`config.mk`:
```
export PLATFORM = sky130hd
export DESIGN_NAME = fswg_top
export DESIGN_NICKNAME = d
export VERILOG_FILES = /design/src/hdl/fswg_pkg.sv /design/src/hdl/fswg_top.sv
export VERILOG_INCLUDE_DIRS = /design/src /design/src/hdl
export SDC_FILE = /design/constraint.sdc
export NUM_CORES = 1
export LEC_CHECK = 0
export ABC_AREA = 1
export BUFFER_PORTS_ARGS = -buffer_cell sky130_fd_sc_hd__buf_2
export CAP_MARGIN = 30
export CORE_MARGIN = 2
export CORE_UTILIZATION = 40
export DETAILED_ROUTE_END_ITERATION = 16
export SLEW_MARGIN = 20
export SYNTH_ARGS = -nofsm -noshare
export SYNTH_HDL_FRONTEND = slang
export SYNTH_SLANG_ARGS = --single-unit
```
`constraint.sdc`:
```
create_clock -name clk -period 5.5 [get_ports clk]
set_clock_uncertainty 0.1 [all_clocks]
set_input_delay 0 -clock clk [delete_from_list [all_inputs] [get_ports clk]]
set_output_delay 0 -clock clk [all_outputs]
set_load 0.005 [all_outputs]
```
`src/hdl/fswg_consts.svh`:
```
// Constants of the flash status and write-gating block.
// Assumes it is included by the top module and by the port checker only.
`ifndef FSWG_CONSTS_SVH
`define FSWG_CONSTS_SVH

`define FSWG_BIT_BUSY                  0
`define FSWG_BIT_WRITE_ENABLE_LATCH    1
`define FSWG_BIT_BP_LO                 2
`define FSWG_BIT_BP_HI                 5
`define FSWG_BIT_QUAD_ENABLE           6
`define FSWG_BIT_STATUS_WRITE_DISABLE  7
`define FSWG_STATUS_RESET              8'h00

`define FSWG_SET_WRITE_LATCH_CMD       8'h06
`define FSWG_CLEAR_WRITE_LATCH_CMD     8'h04
`define FSWG_STATUS_READ_CMD           8'h05
`define FSWG_STATUS_WRITE_CMD          8'h01
`define FSWG_OP_PROG      8'h02
`define FSWG_OP_SECT      8'h20
`define FSWG_OP_BLK32     8'h52
`define FSWG_OP_BLK64     8'hd8
`define FSWG_OP_CHIP      8'hc7
`define FSWG_OP_SUSPEND   8'h75

`define FSWG_ADDR_BYTES   3'h4
`define FSWG_ADDR_W       25
`define FSWG_SECT_LSB     12
`define FSWG_BLK32_LSB    15
`define FSWG_BLK64_LSB    16
`define FSWG_BLK64_COUNT  10'h200

`endif

```
`src/hdl/fswg_pkg.sv`:
```
// Types shared by the flash status and write-gating block.
// Assumes the constants header sits beside it.
package fswg_pkg;
  typedef enum logic [1:0] {
    fswg_st_cmd  = 2'b00,
    fswg_st_addr = 2'b01,
    fswg_st_data = 2'b11,
    fswg_st_skip = 2'b10
  } fswg_state_type;

  typedef enum logic [2:0] {
    fswg_kind_none   = 3'h0,
    fswg_kind_status = 3'h1,
    fswg_kind_prog   = 3'h2,
    fswg_kind_sect   = 3'h3,
    fswg_kind_blk32  = 3'h4,
    fswg_kind_blk64  = 3'h5,
    fswg_kind_chip   = 3'h6
  } fswg_kind_type;
endpackage : fswg_pkg

```
`src/hdl/fswg_top.sv`:
```
// Status register, write-enable gating and busy tracking of a serial flash, behind its SPI pins.
// Assumes SPI mode 0, 4-byte addresses, and an array engine on clk that pulses op_done.
`include "fswg_consts.svh"

module fswg_top
  import fswg_pkg::*;
(
  input  wire logic                        clk,
  input  wire logic                        rst_n,
  input  wire logic                        sck,
  input  wire logic                        cs_n,
  input  wire logic                        si,
  input  wire logic                        wp_n,
  output logic                             so,
  output logic                             so_oe_n,
  input  wire logic                        op_done,
  output logic                             op_start,
  output fswg_kind_type                    op_kind,
  output logic [`FSWG_ADDR_W-1:0]          op_addr,
  output logic [`FSWG_ADDR_W-1:`FSWG_SECT_LSB]  op_sector,
  output logic [`FSWG_ADDR_W-1:`FSWG_BLK32_LSB] op_blk32,
  output logic [`FSWG_ADDR_W-1:`FSWG_BLK64_LSB] op_blk64,
  output logic                             suspend_req,
  output logic                             quad_enable,
  output logic [7:0]                       status_register
);

  // Pin synchronisers: stage one, stage two, and for sck and cs_n a delayed copy for edges.
  logic [2:0]          sck_s;
  logic [2:0]          cs_s;
  logic [1:0]          si_s;
  logic [1:0]          wp_s;
  logic                busy_flag;
  logic                write_enable_latch;
  logic [3:0]          block_protect;
  logic                status_write_disable;
  fswg_state_type      state;
  fswg_state_type      next_state;
  logic [7:0]          opcode;
  logic [7:0]          in_sr;
  logic [2:0]          bit_cnt;
  logic [2:0]          addr_cnt;
  logic                addr_done;
  logic [31:0]         addr_sr;
  logic [7:0]          wr_data;
  logic                wr_valid;
  logic                rd_active;
  logic [7:0]          out_sr;
  logic [2:0]          out_cnt;
  fswg_kind_type       busy_kind;

  always_ff @(posedge clk) begin
    if (!rst_n) begin
      sck_s <= 3'h0;
      cs_s  <= 3'h7;
      si_s  <= 2'h0;
      wp_s  <= 2'h3;
    end else begin
      sck_s <= {sck_s[1:0], sck};
      cs_s  <= {cs_s[1:0], cs_n};
      si_s  <= {si_s[0], si};
      wp_s  <= {wp_s[0], wp_n};
    end
  end

  wire       sel       = ~cs_s[1];
  wire       sck_rise  = sel & sck_s[1] & ~sck_s[2];
  wire       sck_fall  = sel & ~sck_s[1] & sck_s[2];
  wire       frame_end = cs_s[1] & ~cs_s[2];
  wire       byte_done = sck_rise & (bit_cnt == 3'h7);
  wire [7:0] byte_in   = {in_sr[6:0], si_s[1]};
  wire       wp_low    = ~wp_s[1];

  assign status_register = {status_write_disable, quad_enable, block_protect,
                            write_enable_latch, busy_flag};

  // Address decode onto sectors and blocks.
  wire [`FSWG_ADDR_W-1:0] addr25 = addr_sr[`FSWG_ADDR_W-1:0];
  wire [`FSWG_ADDR_W-1:`FSWG_BLK64_LSB] blk64 = addr25[`FSWG_ADDR_W-1:`FSWG_BLK64_LSB];

  // Top-area protection: a setting n protects the top 2^(n-1) 64 KB blocks.
  // Settings of ten and above are capped at the whole array so the floor cannot wrap.
  wire [10:0] prot_count = (block_protect == 4'h0) ? 11'h000 :
                           (block_protect >= 4'ha) ? {1'b0, `FSWG_BLK64_COUNT} :
                           (11'h001 << (block_protect - 4'h1));
  wire [10:0] prot_floor = {1'b0, `FSWG_BLK64_COUNT} - prot_count;
  wire        addr_prot  = (prot_count != 11'h000) & ({2'b00, blk64} >= prot_floor);

  wire op_is_addr = (opcode == `FSWG_OP_PROG) | (opcode == `FSWG_OP_SECT) |
                    (opcode == `FSWG_OP_BLK32) | (opcode == `FSWG_OP_BLK64);
  wire sw_locked  = status_write_disable & wp_low;

  // Frame-end decisions; every write class needs the latch and an idle device.
  wire idle_latch   = ~busy_flag & write_enable_latch;
  wire do_set_latch = frame_end & ~busy_flag & (state != fswg_st_cmd) &
                      (opcode == `FSWG_SET_WRITE_LATCH_CMD);
  wire do_clr_latch = frame_end & ~busy_flag & (state != fswg_st_cmd) &
                      (opcode == `FSWG_CLEAR_WRITE_LATCH_CMD);
  wire do_status_wr = frame_end & idle_latch & (opcode == `FSWG_STATUS_WRITE_CMD) & wr_valid &
                      ~sw_locked;
  wire do_addr_op   = frame_end & idle_latch & op_is_addr & addr_done & ~addr_prot;
  wire do_chip      = frame_end & idle_latch & (opcode == `FSWG_OP_CHIP) &
                      (state != fswg_st_cmd) & (block_protect == 4'h0);
  wire do_start     = do_status_wr | do_addr_op | do_chip;
  wire susp_ok    = busy_flag & (busy_kind != fswg_kind_status) & (busy_kind != fswg_kind_none);

  fswg_kind_type start_kind;
  assign start_kind = (opcode == `FSWG_STATUS_WRITE_CMD) ? fswg_kind_status :
                      (opcode == `FSWG_OP_PROG)  ? fswg_kind_prog   :
                      (opcode == `FSWG_OP_SECT)  ? fswg_kind_sect   :
                      (opcode == `FSWG_OP_BLK32) ? fswg_kind_blk32  :
                      (opcode == `FSWG_OP_BLK64) ? fswg_kind_blk64  : fswg_kind_chip;

  // While busy, an opcode other than status read or suspend sends the frame to skip.
  wire cmd_ok_busy = (byte_in == `FSWG_STATUS_READ_CMD) |
                     (byte_in == `FSWG_OP_SUSPEND);
  wire byte_is_addr = (byte_in == `FSWG_OP_PROG) | (byte_in == `FSWG_OP_SECT) |
                      (byte_in == `FSWG_OP_BLK32) | (byte_in == `FSWG_OP_BLK64);

  always_comb begin
    next_state = state;
    case (state)
      fswg_st_cmd: begin
        if (byte_done) begin
          if (busy_flag && !cmd_ok_busy) begin
            next_state = fswg_st_skip;
          end else if (byte_is_addr) begin
            next_state = fswg_st_addr;
          end else if (byte_in == `FSWG_STATUS_READ_CMD || byte_in == `FSWG_STATUS_WRITE_CMD) begin
            next_state = fswg_st_data;
          end else begin
            next_state = fswg_st_skip;
          end
        end
      end
      fswg_st_addr: begin
        if (byte_done && addr_cnt == `FSWG_ADDR_BYTES - 3'h1) begin
          next_state = fswg_st_data;
        end
      end
      fswg_st_data: next_state = fswg_st_data;
      fswg_st_skip: next_state = fswg_st_skip;
      default:      next_state = fswg_st_cmd;
    endcase
    if (!sel) begin
      next_state = fswg_st_cmd;
    end
  end

  // Serial shift-in and frame decoding.
  always_ff @(posedge clk) begin
    if (!rst_n) begin
      state     <= fswg_st_cmd;
      opcode    <= 8'h00;
      in_sr     <= 8'h00;
      bit_cnt   <= 3'h0;
      addr_cnt  <= 3'h0;
      addr_done <= 1'b0;
      addr_sr   <= 32'h0;
      wr_data   <= 8'h00;
      wr_valid  <= 1'b0;
    end else begin
      state <= next_state;
      if (!sel) begin
        bit_cnt <= 3'h0;
        if (frame_end) begin
          addr_cnt  <= 3'h0;
          addr_done <= 1'b0;
          wr_valid  <= 1'b0;
        end
      end else if (sck_rise) begin
        in_sr   <= byte_in;
        bit_cnt <= bit_cnt + 3'h1;
      end
      if (byte_done) begin
        if (state == fswg_st_cmd) begin
          opcode <= byte_in;
        end else if (state == fswg_st_addr) begin
          addr_sr  <= {addr_sr[23:0], byte_in};
          addr_cnt <= addr_cnt + 3'h1;
          if (addr_cnt == `FSWG_ADDR_BYTES - 3'h1) begin
            addr_done <= 1'b1;
          end
        end else if (state == fswg_st_data && opcode == `FSWG_STATUS_WRITE_CMD && !wr_valid) begin
          wr_data  <= byte_in;
          wr_valid <= 1'b1;
        end
      end
    end
  end

  // Status readout, re-sampled at each byte boundary so a polled busy bit stays live.
  wire out_bit = (out_cnt == 3'h0) ? status_register[7] : out_sr[7];

  always_ff @(posedge clk) begin
    if (!rst_n) begin
      rd_active <= 1'b0;
      out_sr    <= 8'h00;
      out_cnt   <= 3'h0;
      so        <= 1'b0;
    end else if (!sel) begin
      rd_active <= 1'b0;
      out_cnt   <= 3'h0;
    end else begin
      if (byte_done && state == fswg_st_cmd && byte_in == `FSWG_STATUS_READ_CMD) begin
        rd_active <= 1'b1;
      end
      if (sck_fall && rd_active) begin
        so      <= out_bit;
        out_sr  <= (out_cnt == 3'h0) ? {status_register[6:0], 1'b0} : {out_sr[6:0], 1'b0};
        out_cnt <= out_cnt + 3'h1;
      end
    end
  end

  assign so_oe_n = ~(sel & rd_active);

  // Status bits, busy tracking and operation launch.
  always_ff @(posedge clk) begin
    if (!rst_n) begin
      {status_write_disable, quad_enable, block_protect,
       write_enable_latch, busy_flag} <= `FSWG_STATUS_RESET;
      busy_kind            <= fswg_kind_none;
      op_start             <= 1'b0;
      op_kind              <= fswg_kind_none;
      op_addr              <= '0;
      op_sector            <= '0;
      op_blk32             <= '0;
      op_blk64             <= '0;
      suspend_req          <= 1'b0;
    end else begin
      op_start    <= do_start;
      suspend_req <= frame_end & (opcode == `FSWG_OP_SUSPEND) & susp_ok &
                     (state != fswg_st_cmd);
      if (do_set_latch) begin
        write_enable_latch <= 1'b1;
      end else if (do_clr_latch) begin
        write_enable_latch <= 1'b0;
      end else if (busy_flag && op_done) begin
        write_enable_latch <= 1'b0;
      end
      if (do_status_wr) begin
        block_protect        <= wr_data[`FSWG_BIT_BP_HI:`FSWG_BIT_BP_LO];
        quad_enable          <= wr_data[`FSWG_BIT_QUAD_ENABLE];
        status_write_disable <= wr_data[`FSWG_BIT_STATUS_WRITE_DISABLE];
      end
      if (do_start) begin
        busy_flag <= 1'b1;
        busy_kind <= start_kind;
        op_kind   <= start_kind;
        op_addr   <= addr25;
        op_sector <= addr25[`FSWG_ADDR_W-1:`FSWG_SECT_LSB];
        op_blk32  <= addr25[`FSWG_ADDR_W-1:`FSWG_BLK32_LSB];
        op_blk64  <= blk64;
      end else if (busy_flag && op_done) begin
        busy_flag <= 1'b0;
        busy_kind <= fswg_kind_none;
      end
    end
  end

endmodule : fswg_top

```
==> After elaboration in Yosys (flattened, before gate mapping) <==
Cells that the tools add are included.
{ "word_totals": {"register_bits": 154, "input_bits": 7, "output_inout_bits": 73, "elab_cells": 176} }
{ "op_classes": {"add_sub_neg": 5, "magnitude_cmp": 2, "eq_ne": 24, "n_shift": 1, "mux": 38, "n_bitwise": 50, "reduce_logical": 26} }
{ "ops": {"columns": ["op", "count"], "rows": [
  ["$eq 8x7->1 const B", 4],
  ["$mux 3", 10],
  ["$and 1x1->1", 29],
  ["$eq 8x3->1 const B", 3],
  ["$eq 8x8->1 const B", 3],
  ["$mux 11", 2],
  ["$mux 1", 18],
  ["$eq 8x1->1 const B", 2],
  ["$eq 8x2->1 const B", 2],
  ["$eq 8x6->1 const B", 2],
  ["$mux 2", 6],
  ["$not 1->1", 12],
  ["$ge 9x11->1", 1],
  ["$reduce_bool 11->1", 1],
  ["$shl 1x4->11 const A", 1],
  ["$sub 10x11->11 const A", 1],
  ["$add 3x1->3 const B", 3],
  ["$or 1x1->1", 9],
  ["$logic_and 1x1->1", 8],
  ["$mux 8", 1],
  ["$pmux 2 s4", 1],
  ["$reduce_and 2->1", 4],
  ["$reduce_bool 3->1", 2],
  ["$eq 2x2->1 const B", 2],
  ["16 further kinds", 19]
]} }

==> Longest topological paths before layout <==
Gate-level depths: netlist of the first run.
{ "depth": {"depth_word": 12, "ltp_mapped": 21, "ltp_nobuf": 20} }

==> Worst setup path after synthesis of the first run <==
Ideal clock, no wire load.
{ "synth_path": {"path_kind": "flip-flop to flip-flop", "start": "reg block_protect[3]", "end": "reg op_addr[20]", "setup_time_ns": 0.113, "arrival_ns": 2.433, "required_time_ns": 5.287, "slack_ns": 2.854, "path_stages_with_launch": 19, "n_path_buf": 1, "period_less_slack_ns": 2.646, "cell_sequence": "dfxtp_1 > nor2_2 > nand2_1 > ha_1 > inv_1 > nor2_1 > nand2_1 > o31ai_1 > ha_1 > a21o_1 > o21ai_0 > nand3_1 > nand2_1 > nand2_4 > nand2_8 > buf_6 > nand2_1 > nand2_1 > nor2_1"} }
{ "synth_between": {"elab_chain_len": 11, "word_cells_on_any_way": 15, "classes_between": "2 x add/sub; 2 x order compare; 1 x shift; 2 x mux; 6 x bitwise; 2 x reduce/logical"} }
{ "synth_lines": {"columns": ["item", "line_no", "source"], "rows": [
  ["from (decl)", "fswg_top.sv:35", "logic [3:0] block_protect;"],
  ["from (signal assigned)", "fswg_top.sv:243", "block_protect <= wr_data[`FSWG_BIT_BP_HI:`FSWG_BIT_BP_LO];"],
  ["$sub 4x1->4", "fswg_top.sv:85", "(11'h001 << (block_protect - 4'h1));"],
  ["$shl 1x4->11", "fswg_top.sv:85", null],
  ["$mux 11", "fswg_top.sv:84", "(block_protect >= 4'ha) ? {1'b0, `FSWG_BLK64_COUNT} :"],
  ["$mux 11", "fswg_top.sv:83", "wire [10:0] prot_count = (block_protect == 4'h0) ? 11'h000 :"],
  ["$sub 10x11->11", "fswg_top.sv:86", "wire [10:0] prot_floor = {1'b0, `FSWG_BLK64_COUNT} - prot_count;"],
  ["$ge 9x11->1", "fswg_top.sv:87", "wire addr_prot = (prot_count != 11'h000) & ({2'b00, blk64} >= prot_floor);"],
  ["$and 1x1->1", "fswg_top.sv:87", null],
  ["$not 1->1", "fswg_top.sv:101", "wire do_addr_op = frame_end & idle_latch & op_is_addr & addr_done & ~addr_prot;"],
  ["$and 1x1->1", "fswg_top.sv:101", null],
  ["$or 1x1->1", "fswg_top.sv:104", "wire do_start = do_status_wr | do_addr_op | do_chip;"],
  ["$or 1x1->1 (*)", "fswg_top.sv:104", null],
  ["to (signal assigned)", "fswg_top.sv:251", "op_addr <= addr25;"],
  ["to (decl)", "fswg_top.sv:19", "output logic [`FSWG_ADDR_W-1:0] op_addr,"]
]} }
Every way passes the cells marked *; elsewhere a longest branch is shown, timed or not.
A chain may end at the register's enable or synchronous reset.

==> Worst setup path after layout of the first run <==
{ "layout_path": {"start": "reg block_protect[3]", "end": "reg op_kind[1]"} }
{ "layout_between": {"elab_chain_len": 11, "word_cells_on_any_way": 15, "classes_between": "2 x add/sub; 2 x order compare; 1 x shift; 2 x mux; 6 x bitwise; 2 x reduce/logical"} }
{ "layout_lines": {"columns": ["item", "line_no", "source"], "rows": [
  ["$sub 4x1->4", "fswg_top.sv:85", null],
  ["$shl 1x4->11", "fswg_top.sv:85", null],
  ["$mux 11", "fswg_top.sv:84", null],
  ["$mux 11", "fswg_top.sv:83", null],
  ["$sub 10x11->11", "fswg_top.sv:86", null],
  ["$ge 9x11->1", "fswg_top.sv:87", null],
  ["$and 1x1->1", "fswg_top.sv:87", null],
  ["$not 1->1", "fswg_top.sv:101", null],
  ["$and 1x1->1", "fswg_top.sv:101", null],
  ["$or 1x1->1", "fswg_top.sv:104", null],
  ["$or 1x1->1 (*)", "fswg_top.sv:104", null],
  ["to (signal assigned)", "fswg_top.sv:225", "op_kind <= fswg_kind_none;"],
  ["to (signal assigned)", "fswg_top.sv:250", "op_kind <= start_kind;"],
  ["to (decl)", "fswg_top.sv:18", "output fswg_kind_type op_kind,"]
]} }
Marked as above.

==> metrics.csv, run 1 <==
metric,value,unit
routed length per placed instance,12.33,um
Hold EP,op_addr[22]$_SDFFE_PN0P_,
Global Route Usage Sum,17.21,%
vias per cell,4.817,
Synth Instances,721,
min-delay src,rst_n,
Clock Path Buffers,2,
setup violators final,0,
outcome,"finished, final reports clean",
Synth async-reset ratio,0,%
WP data arrival,3.39,ns
Power Density,314.0,nW/um2
Area growth syn-to-layout,15.82,%
hold path cells,4,
initial core utilization,40.70,%
Fillers,1303,
CTS H-tree lvls,4,
post-DP HPWL,8.227,mm
DRC viols,0,
hold slack,0.1628,ns
Max Slew Vio Count,0,
Synth Area per Inst,7.446,um2
Leak Pwr,2.736,nW
Area contributors post-synth,"dfxtp_1 44%, nand2_1 8.3%, a21oi_1 6.8%, inv_1 6.6%, o21ai_0 6.5%",
Root Buffer,clkbuf_16,
first-pass GRT wire length,19.60,mm
largest net degree at the start of global routing,92,
Post-CTS Setup Bufs,0,
vias in the first global route,4114,
sequential cell area fraction in the yosys report,44.00,%
Hold Path Class,in2reg,
clock latency on the worst-skew pair,0.41,ns
Worst setup SP type,flop,
final hold violation count,0,
Yosys cell types,39,
Antenna Nets Post-Route,0,
clock transition at the registers of the reported paths,0.05,ns
Die Span X,119.9,um
Die Area,14370,um2
Rows,42,
number of port buffers,79,
# nets final,787,
Synth Cell Area,5369,um2
min Tclk post-route,3.161,ns
clock sinks,118,
IO Count,80,
Antenna Cells,0,
r2r setup slk,2.34,ns
Max Clk Rate,0.3163,GHz
Maximum Capacitance Violations,0,
Pre-antenna DRT Iters,7,
worst r2r path cells,16,
Mapped Nets,744,
Crit. End Element,flop,
Rel. slew slack,43.25,%
TNS Setup,0,ns
CTS resizes,0,
worst setup path class,reg2reg,
RSZ-0062 raised after global routing,no,
"area leader, netlist",dfxtp_1,
Routed WL,11.75,mm
R2R Path Start,block_protect[3]$_SDFFE_PN0P_,
Slew @ Worst Pin,0.8447,ns
Tcrit/Tclk final,57.48,%
initial antenna violation count,0,
"FF+latch count, synth",118,
number of synthesized flops with an enable pin,0,
Yosys Warn Count,0,
via count,4591,
cts hold-fix bufs,5,
DR iter-0 viols,297,
Inst Count DP,915,
dominant synthesized flop cell,dfxtp_1,
IR Drop Worst-Case VDD,0.1973,mV
core area,13190,um2
WP data required,5.73,ns
layout cells sized above 1,17.12,%
most frequent cells after synthesis,"119 x nand2_1, 118 x dfxtp_1, 94 x inv_1, 85 x nor2_1, 73 x a21oi_1",
CTS tree,yes,
Yosys top cell area share,44.00,%
RD Place Congestion,0.8227,
r2r endpoint,op_kind[1]$_SDFFE_PN0P_,
fin cells,953,
most frequent cell after synthesis,nand2_1,
Num CTS Buffers,17,
Die Y-Extent,119.9,um
worst-path maximum fanout,54,
GRT overflow,0,
[routing by layer]
| layer | part of all wire, % | GRT usage [%] | vias to the layer above | wire length (um) |
|---|---|---|---|---|
| met3 | 5.1 | 4.990 | 18 | 603 |
| li1 | - | - | 2374 | - |
| met4 | 2.0 | 7.794 | 0 | 236 |
| met5 | 0 | 0 | - | 0 |
| met1 | 46 | 21.12 | 2050 | 5446 |
| met2 | 46 | 27.96 | 149 | 5463 |
[where the power goes]
part / internal (mW) / switching [mW]
clock: 0.686 / 0.371
combinational: 0.0118 / 0.0221
sequential: 0.860 / 0.00251
[how the worst max path moves through the flow]
| stage | slack [ns] | endpoint | start | depth (start not counted) |
|---|---|---|---|---|
| global route | 1.99 | op_kind[2]$_SDFFE_PN0P_ | block_protect[3]$_SDFFE_PN0P_ | 18 |
| detailed placement | 2.35 | busy_kind[1]$_SDFFE_PN0P_ | block_protect[3]$_SDFFE_PN0P_ | 16 |
| global placement | 2.54 | op_kind[1]$_SDFFE_PN0P_ | block_protect[3]$_SDFFE_PN0P_ | 16 |
| floorplan | 2.85 | op_addr[20]$_SDFFE_PN0P_ | block_protect[3]$_SDFFE_PN0P_ | 18 |
| finish | 2.34 | op_kind[1]$_SDFFE_PN0P_ | block_protect[3]$_SDFFE_PN0P_ | 16 |
| CTS | 2.32 | op_kind[1]$_SDFFE_PN0P_ | block_protect[3]$_SDFFE_PN0P_ | 16 |
[cell usage in the layout, fill, tap and decap left out, drive strengths merged]
master	count
nand2	123
dfxtp	118
inv	98
nor2	90
buf	81
a21oi	76
o21ai	70
nand3	25
clkbuf	23
ha	16
nor3	7
nand4	6
clkinv	6
or2	5
dlygate4sd3	5
a31oi	4
o22ai	4
nor4	4
o211ai	3
a211oi	2
bufinv	2
xor2	1
o31ai	1
mux2i	1
o21bai	1
a21o	1
o221ai	1
o2111ai	1
nand3b	1
clkinvlp	1
[layout make-up]
type	instances	area (um2)	share of cell area, %
Clock buffer	23	467.9	7.525
Clock inverter	9	101.3	1.630
Inverter	98	367.9	5.915
Multi-Input combinational cell	443	2226	35.79
Sequential cell	118	2362	37.99
Tap cell	176	220.2	3.541
Timing Repair Buffer	86	473.0	7.606
[state kept, by name, indices dropped and copies added (netlist names), 3 cells and up]
register       flops
out_cnt            3
opcode             8
op_kind            3
bit_cnt            3
in_sr              7
sck_s              3
addr_cnt           3
addr_sr           25
wr_data            6
out_sr             7
op_addr           25
block_protect      4
cs_s               3
[cells by family after synthesis]
family / Yosys count / synth area share (%)
xor gates and xnor gates: 1 / 0.1632
and+or+nand+nor: 261 / 21.04
muxes: 1 / 0.1864
AOI/OAI and AO/OA: 164 / 16.34
buffers and inverters: 160 / 14.54
adders and majority gates: 16 / 3.729
DFF: 118 / 44.00
[critical path, stage by stage (launching register included)]
cell and delay (ns):
dfxtp_1 0.55, nor2_2 0.12, nand2_1 0.12, ha_1 0.23
inv_1 0.06, nor2_1 0.22, nand2_1 0.13, o31ai_1 0.09
ha_1 0.28, a21o_1 0.16, o21ai_0 0.15, nand3_1 0.09
nand2_1 0.11, nand2_4 0.10, nand2_8 0.26, nand3_1 0.16
a21oi_1 0.14
[through the flow]
step | util, % | cell area, um2 | setup WS, ns | total power [mW]
final | 47.14 | 6218 | 2.339 | 1.953
after global routing | 47.14 | 6218 | 1.992 | 2.024
after CTS | 46.99 | 6198 | 2.318 | 1.976
after detailed placement | 42.30 | 5579 | 2.354 | 0.9111
after global placement | 42.30 | 5579 | 2.544 | 0.9104
after floorplan | - | 5369 | 2.854 | 0.9025
No activity file was read; power rests on OpenSTA's default activity.
==> run 2, diff against run 1 <==
clock period = 3 ns   (was 5.5 ns; I/O delays follow)
==> metrics.csv, run 2 (same netlist as run 1, synthesis figures left out) <==
metric,value,unit,change
layout cells sized above 1,18.42,%,+1.3 points
Hold Path Class,in2reg,,
Clk pwr share,55.4,%,+1.3 points
post-DP HPWL,8.614,mm,+4.7%
RSZ-0062 raised after global routing,yes,,
Area growth syn-to-layout,18.48,%,
Routed WL,12.20,mm,+3.8%
Worst setup SP type,flop,,
vias per cell,4.795,,-0.46%
first-pass GRT wire length,19.81,mm,+1.1%
clock latency on the worst-skew pair,0.41,ns,about the same
Comb power frac,1.7,%,about the same
total power,3.687,mW,+89%
RD Place Congestion,0.8608,,+4.6%
Die Span X,119.9,um,unchanged
setup violators final,0,,unchanged
worst-path maximum fanout,13,,-76%
biggest regs,"addr_sr: 25 flops, op_addr: 25 flops, opcode: 8 flops",,
Power Density,579.6,nW/um2,+85%
Crit. End Element,flop,,
r2r setup slk,0.24,ns,-2.10 ns
sw power,0.7279,mW,+84%
Clock Path Buffers,2,,unchanged
worst setup path class,reg2reg,,
number of port buffers,79,,unchanged
hold slack,0.2033,ns,+0.04057 ns
Max Slew Vio Count,0,,unchanged
Root Buffer,clkbuf_16,,
Power Internal,2.959,mW,+90%
Global Route Usage Sum,17.32,%,+0.10 points
Die Y-Extent,119.9,um,unchanged
min Tclk post-route,2.761,ns,-0.3999 ns
Leak Pwr,2.808,nW,+2.6%
GRT overflow,0,,unchanged
"commonest non-fill, non-tap cells in the layout","119 x nand2_1, 118 x dfxtp_1, 94 x inv_1, 83 x nor2_1, 79 x buf_2",,
initial core utilization,40.70,%,unchanged
IO Count,80,,unchanged
Num CTS Buffers,17,,unchanged
routed length per placed instance,12.67,um,+2.8%
Antenna Cells,0,,unchanged
CTS tree,yes,,
Seq pwr share,42.9,%,-1.2 points
Maximum Capacitance Violations,0,,unchanged
clock transition at the registers of the reported paths,0.05,ns,about the same
"commonest non-fill, non-tap cell in the layout",nand2_1,,
IR Drop Worst-Case VDD,0.4560,mV,+130%
DRC viols,0,,unchanged
outcome,"finished, final reports clean",,
DR iter-0 viols,213,,-28%
via count,4618,,+0.59%
Final Util,48.23,%,+1.1 points
Rel. slew slack,60.73,%,+17 points
Max Clk Rate,0.3621,GHz,+14%
Pre-antenna DRT Iters,6,,-1
Die Area,14370,um2,unchanged
core area,13190,um2,unchanged
WP data arrival,2.97,ns,-0.42 ns
WP data required,3.20,ns,-2.53 ns
final hold violation count,0,,unchanged
largest net degree at the start of global routing,68,,-26%
Slew @ Worst Pin,0.5890,ns,-0.2557 ns
CTS H-tree lvls,4,,unchanged
Sw Share,19.75,%,-0.51 points
initial antenna violation count,0,,unchanged
Tcrit/Tclk final,92.05,%,+35 points
vias in the first global route,4251,,+3.3%
Rows,42,,unchanged
clock sinks,118,,unchanged
# nets final,799,,+1.5%
Antenna Nets Post-Route,0,,unchanged
==> run 2: cell count changes in the layout (fill, tap and decap cells not counted), moves of 2 or more <==
cell	delta
clkbuf_1	-2
dlygate4sd3_1	+3
clkinv_2	-3
buf_4	+8
nor2_1	-2
==> run 2: path summary, 6_finish.rpt <==
check / to / depth (start not counted) / from
worst max register to register: op_addr[6]$_SDFFE_PN0P_ / 17 / block_protect[2]$_SDFFE_PN0P_
worst min-delay path: wp_s[0]$_SDFF_PN1_ / 3 / wp_n
worst min register to register: wp_s[1]$_SDFF_PN1_ / 1 / wp_s[0]$_SDFF_PN1_
worst max-delay path: op_addr[6]$_SDFFE_PN0P_ / 17 / block_protect[2]$_SDFFE_PN0P_
==> run 2: area by class of cell <==
class | instances | area, um2
repair buffers | 96 | 543.0
well taps | 176 | 220.2
flip-flops and latches | 118 | 2362
clock buffers | 22 | 474.2
fillers | 1339 | 6829
multi-input cells | 445 | 2270
clock inverters | 8 | 123.9
inverters | 98 | 367.9
==> run 2: critical path, cell delays in order (launching register included) <==
cell and delay, ns:
dfxtp_1 0.37, nor2_4 0.07, nand2_1 0.10, ha_2 0.22, inv_1 0.06, nor2_2 0.17
nand2_1 0.10, o31ai_1 0.09, ha_1 0.29, a21o_1 0.15, o21ai_0 0.17, nand3_1 0.10
nand2_1 0.11, nand2_4 0.14, nand2_4 0.21, nand2_1 0.08, nand2_1 0.06, nor2_1 0.05
==> run 2: through the flow <==
step	setup TNS (ns)	cell area, um2	cells	setup WS (ns)
4_1_cts	0	6302	959	0.07791
3_5_place_dp	0	5624	921	0.08943
6_report	0	6361	963	0.2386
2_1_floorplan	0	5369	721	0.3538
5_1_grt	-0.04381	6361	963	-0.007985
3_3_place_gp	0	5624	921	0.1736
==> run 2: layer usage <==
layer / vias to the layer above / track usage (%) / wire, um
met2: 109 / 28.61 / 5849
met1: 2092 / 21.12 / 5645
met5: - / 0 / 0
met3: 17 / 4.658 / 491
met4: 0 / 7.721 / 214
li1: 2400 / - / -
==> run 2: what timing repair did <==
item                                    4_1_cts  5_1_grt
hold endpoints to repair                     26        0
hold buffers                                  8        0
gates resized for setup                       0        6
endpoints found under the setup margin        0       32
buffers inserted                              0        2
==> run 2: power by group through the flow <==
stage / Sequential [mW] / Combinational, mW / Clock, mW
floorplan: 1.61 / 0.0433 / 0
global placement: 1.61 / 0.0559 / 0
detailed placement: 1.61 / 0.0566 / 0
CTS: 1.58 / 0.0646 / 2.08
global route: 1.58 / 0.0739 / 2.16
finish: 1.58 / 0.0643 / 2.04
==> run 3, diff against run 2 <==
CORE_MARGIN = not set   (was 2)
==> metrics.csv, run 3 (same netlist as run 1, synthesis figures left out) <==
metric,value,unit,change
DR iter-0 viols,369,,+73%
Routed WL,11.87,mm,-2.7%
largest net degree at the start of global routing,91,,+34%
initial antenna violation count,0,,unchanged
Worst setup SP type,flop,,
setup violators final,0,,unchanged
Antenna Nets Post-Route,0,,unchanged
post-DP HPWL,8.089,mm,-6.1%
Area growth syn-to-layout,17.57,%,
worst-path maximum fanout,13,,unchanged
Rows,41,,-2.4%
slowest CP cell,dfxtp_1,,
Rel. slew slack,47.42,%,-13 points
Max Clk Rate,0.3638,GHz,+0.46%
clock sinks,118,,unchanged
Inst Count DP,917,,-0.43%
Die Span X,117.9,um,-1.7%
Fillers,1268,,-5.3%
first-pass GRT wire length,19.38,mm,-2.2%
final instance area,6312,um2,-0.77%
RD Place Congestion,0.8336,,-3.2%
Pre-antenna DRT Iters,5,,-1
Max Slew Vio Count,0,,unchanged
Clk pwr share,55.0,%,-0.4 points
Power Internal,2.920,mW,-1.3%
vias per cell,4.796,,about the same
vias in the first global route,4215,,-0.85%
Crit. End Element,flop,,
Clock Path Buffers,2,,unchanged
IR Drop Worst-Case VDD,0.3019,mV,-34%
Global Route Usage Sum,17.27,%,-0.046 points
biggest regs,"addr_sr: 25 flops, op_addr: 25 flops, opcode: 8 flops",,
CTS H-tree lvls,4,,unchanged
WP data required,3.24,ns,+0.04 ns
Die Y-Extent,117.9,um,-1.7%
IO Count,80,,unchanged
Hold Path Class,in2reg,,
outcome,"finished, final reports clean",,
number of port buffers,79,,unchanged
# nets final,796,,-0.38%
CP bufs+invs,2,,+1
total power,3.646,mW,-1.1%
initial core utilization,41.70,%,+0.99 points
Final Util,49.02,%,+0.80 points
worst setup path class,reg2reg,,
RSZ-0062 raised after global routing,no,,
Slew @ Worst Pin,0.7886,ns,+0.1996 ns
cell family with most CP delay,simple AND/OR/NAND/NOR gates,,
core area,12880,um2,-2.4%
Leak Pwr,2.795,nW,-0.44%
Root Buffer,clkbuf_16,,
fin cells,958,,-0.52%
WP data arrival,2.99,ns,+0.02 ns
final hold violation count,0,,unchanged
Maximum Capacitance Violations,0,,unchanged
clock transition at the registers of the reported paths,0.05,ns,about the same
max incr delay on CP,0.32,ns,-0.05 ns
sw power,0.7267,mW,-0.17%
Antenna Cells,0,,unchanged
via count,4595,,-0.50%
layout cells sized above 1,18.19,%,-0.23 points
GRT overflow,0,,unchanged
Die Area,13890,um2,-3.3%
TNS Setup,0,ns,unchanged
"commonest non-fill, non-tap cells in the layout","119 x nand2_1, 118 x dfxtp_1, 94 x inv_1, 84 x nor2_1, 79 x buf_2",,
worst-path cell chain,inv_1 > nor2_1 > nand2_1 > ha_1 > inv_1 > nor2_2 > o21ai_0 > o21ai_1 > ha_1 > nand2_1 > nor2_1 > nand2_1 > o21bai_1 > nand3_1 > nand2_1 > nand2_4 > nand2_4 > nand2_1 > nand2_1 > nor2_1,,
routed length per placed instance,12.39,um,-2.2%
Comb power frac,1.7,%,about the same
Sw Share,19.93,%,+0.18 points
"commonest non-fill, non-tap cell in the layout",nand2_1,,
Power Density,577.7,nW/um2,-0.33%
Tcrit/Tclk final,91.62,%,-0.42 points
clock latency on the worst-skew pair,0.41,ns,about the same
cell mode on critical path,nand2_1,,
"Cell Area, Placed",5619,um2,about the same
min Tclk post-route,2.749,ns,-0.01269 ns
DRC viols,0,,unchanged
Seq pwr share,43.3,%,+0.4 points
Num CTS Buffers,17,,unchanged
CTS tree,yes,,
-- run 3: cell count changes in the layout (fill, tap and decap cells not counted), sizes merged --
| cell | before | now |
|---|---|---|
| clkbuf | 22 | 23 |
| clkinvlp | 2 | 1 |
| clkinv | 3 | 5 |
| dlygate4sd3 | 8 | 5 |
-- run 3: final timing paths --
kind	startpoint	endpoint	slack, ns	cells past startpoint
worst min-delay path	rst_n	op_start$_SDFF_PN0_	0.06	3
worst max register to register	block_protect[0]$_SDFFE_PN0P_	op_addr[1]$_SDFFE_PN0P_	0.25	20
worst min register to register	si_s[0]$_SDFF_PN0_	si_s[1]$_SDFF_PN0_	0.31	2
worst max-delay path	block_protect[0]$_SDFFE_PN0P_	op_addr[1]$_SDFFE_PN0P_	0.25	20
-- run 3: final cells by class --
type | instances | area, um2 | area share [%]
Multi-Input combinational cell | 445 | 2270 | 35.96
Clock inverter | 9 | 126.4 | 2.002
Sequential cell | 118 | 2362 | 37.42
Timing Repair Buffer | 93 | 513.0 | 8.127
Tap cell | 172 | 215.2 | 3.409
Clock buffer | 23 | 457.9 | 7.255
Inverter | 98 | 367.9 | 5.828
-- run 3: through the flow --
| step | hold slack, ns | setup WS [ns] |
|---|---|---|
| 2_1_floorplan | -0.002369 | 0.3538 |
| 3_3_place_gp | 0.08253 | 0.2478 |
| 3_5_place_dp | 0.09129 | 0.1659 |
| 4_1_cts | 0.05937 | 0.1414 |
| 5_1_grt | 0.09225 | 0.006718 |
| 6_report | 0.06416 | 0.2513 |
-- run 3: metal layers --
layer / track usage (%) / share of wire (%)
met3: 4.990 / 4.5
met4: 5.689 / 1.0
met2: 29.19 / 48
met1: 20.94 / 46
met5: 0 / 0
-- run 3: worst reg2reg max path, delay by kind of cell, from the launching register on --
kind            cells  cell delay (ns)
compound gates      3             0.33
fa+ha+maj           2             0.54
buf+inv             2             0.15
flops               1             0.32
simple gates       13             1.25
-- run 3: power groups by stage --
| stage | sequential (mW) | clock, mW | combinational, mW |
|---|---|---|---|
| 6_report | 1.58 | 2.00 | 0.0622 |
| 3_3_place_gp | 1.61 | 0 | 0.0556 |
| 5_1_grt | 1.58 | 2.12 | 0.0704 |
| 2_1_floorplan | 1.61 | 0 | 0.0433 |
| 4_1_cts | 1.58 | 2.04 | 0.0623 |
| 3_5_place_dp | 1.61 | 0 | 0.0568 |
-- run 3: repair_timing --
| action | CTS | global route |
|---|---|---|
| setup endpoints to repair | 0 | 32 |
| hold buffers | 5 | 0 |
| buffers inserted | 0 | 2 |
| gates resized for setup | 0 | 5 |
| hold endpoints to repair | 8 | 0 |
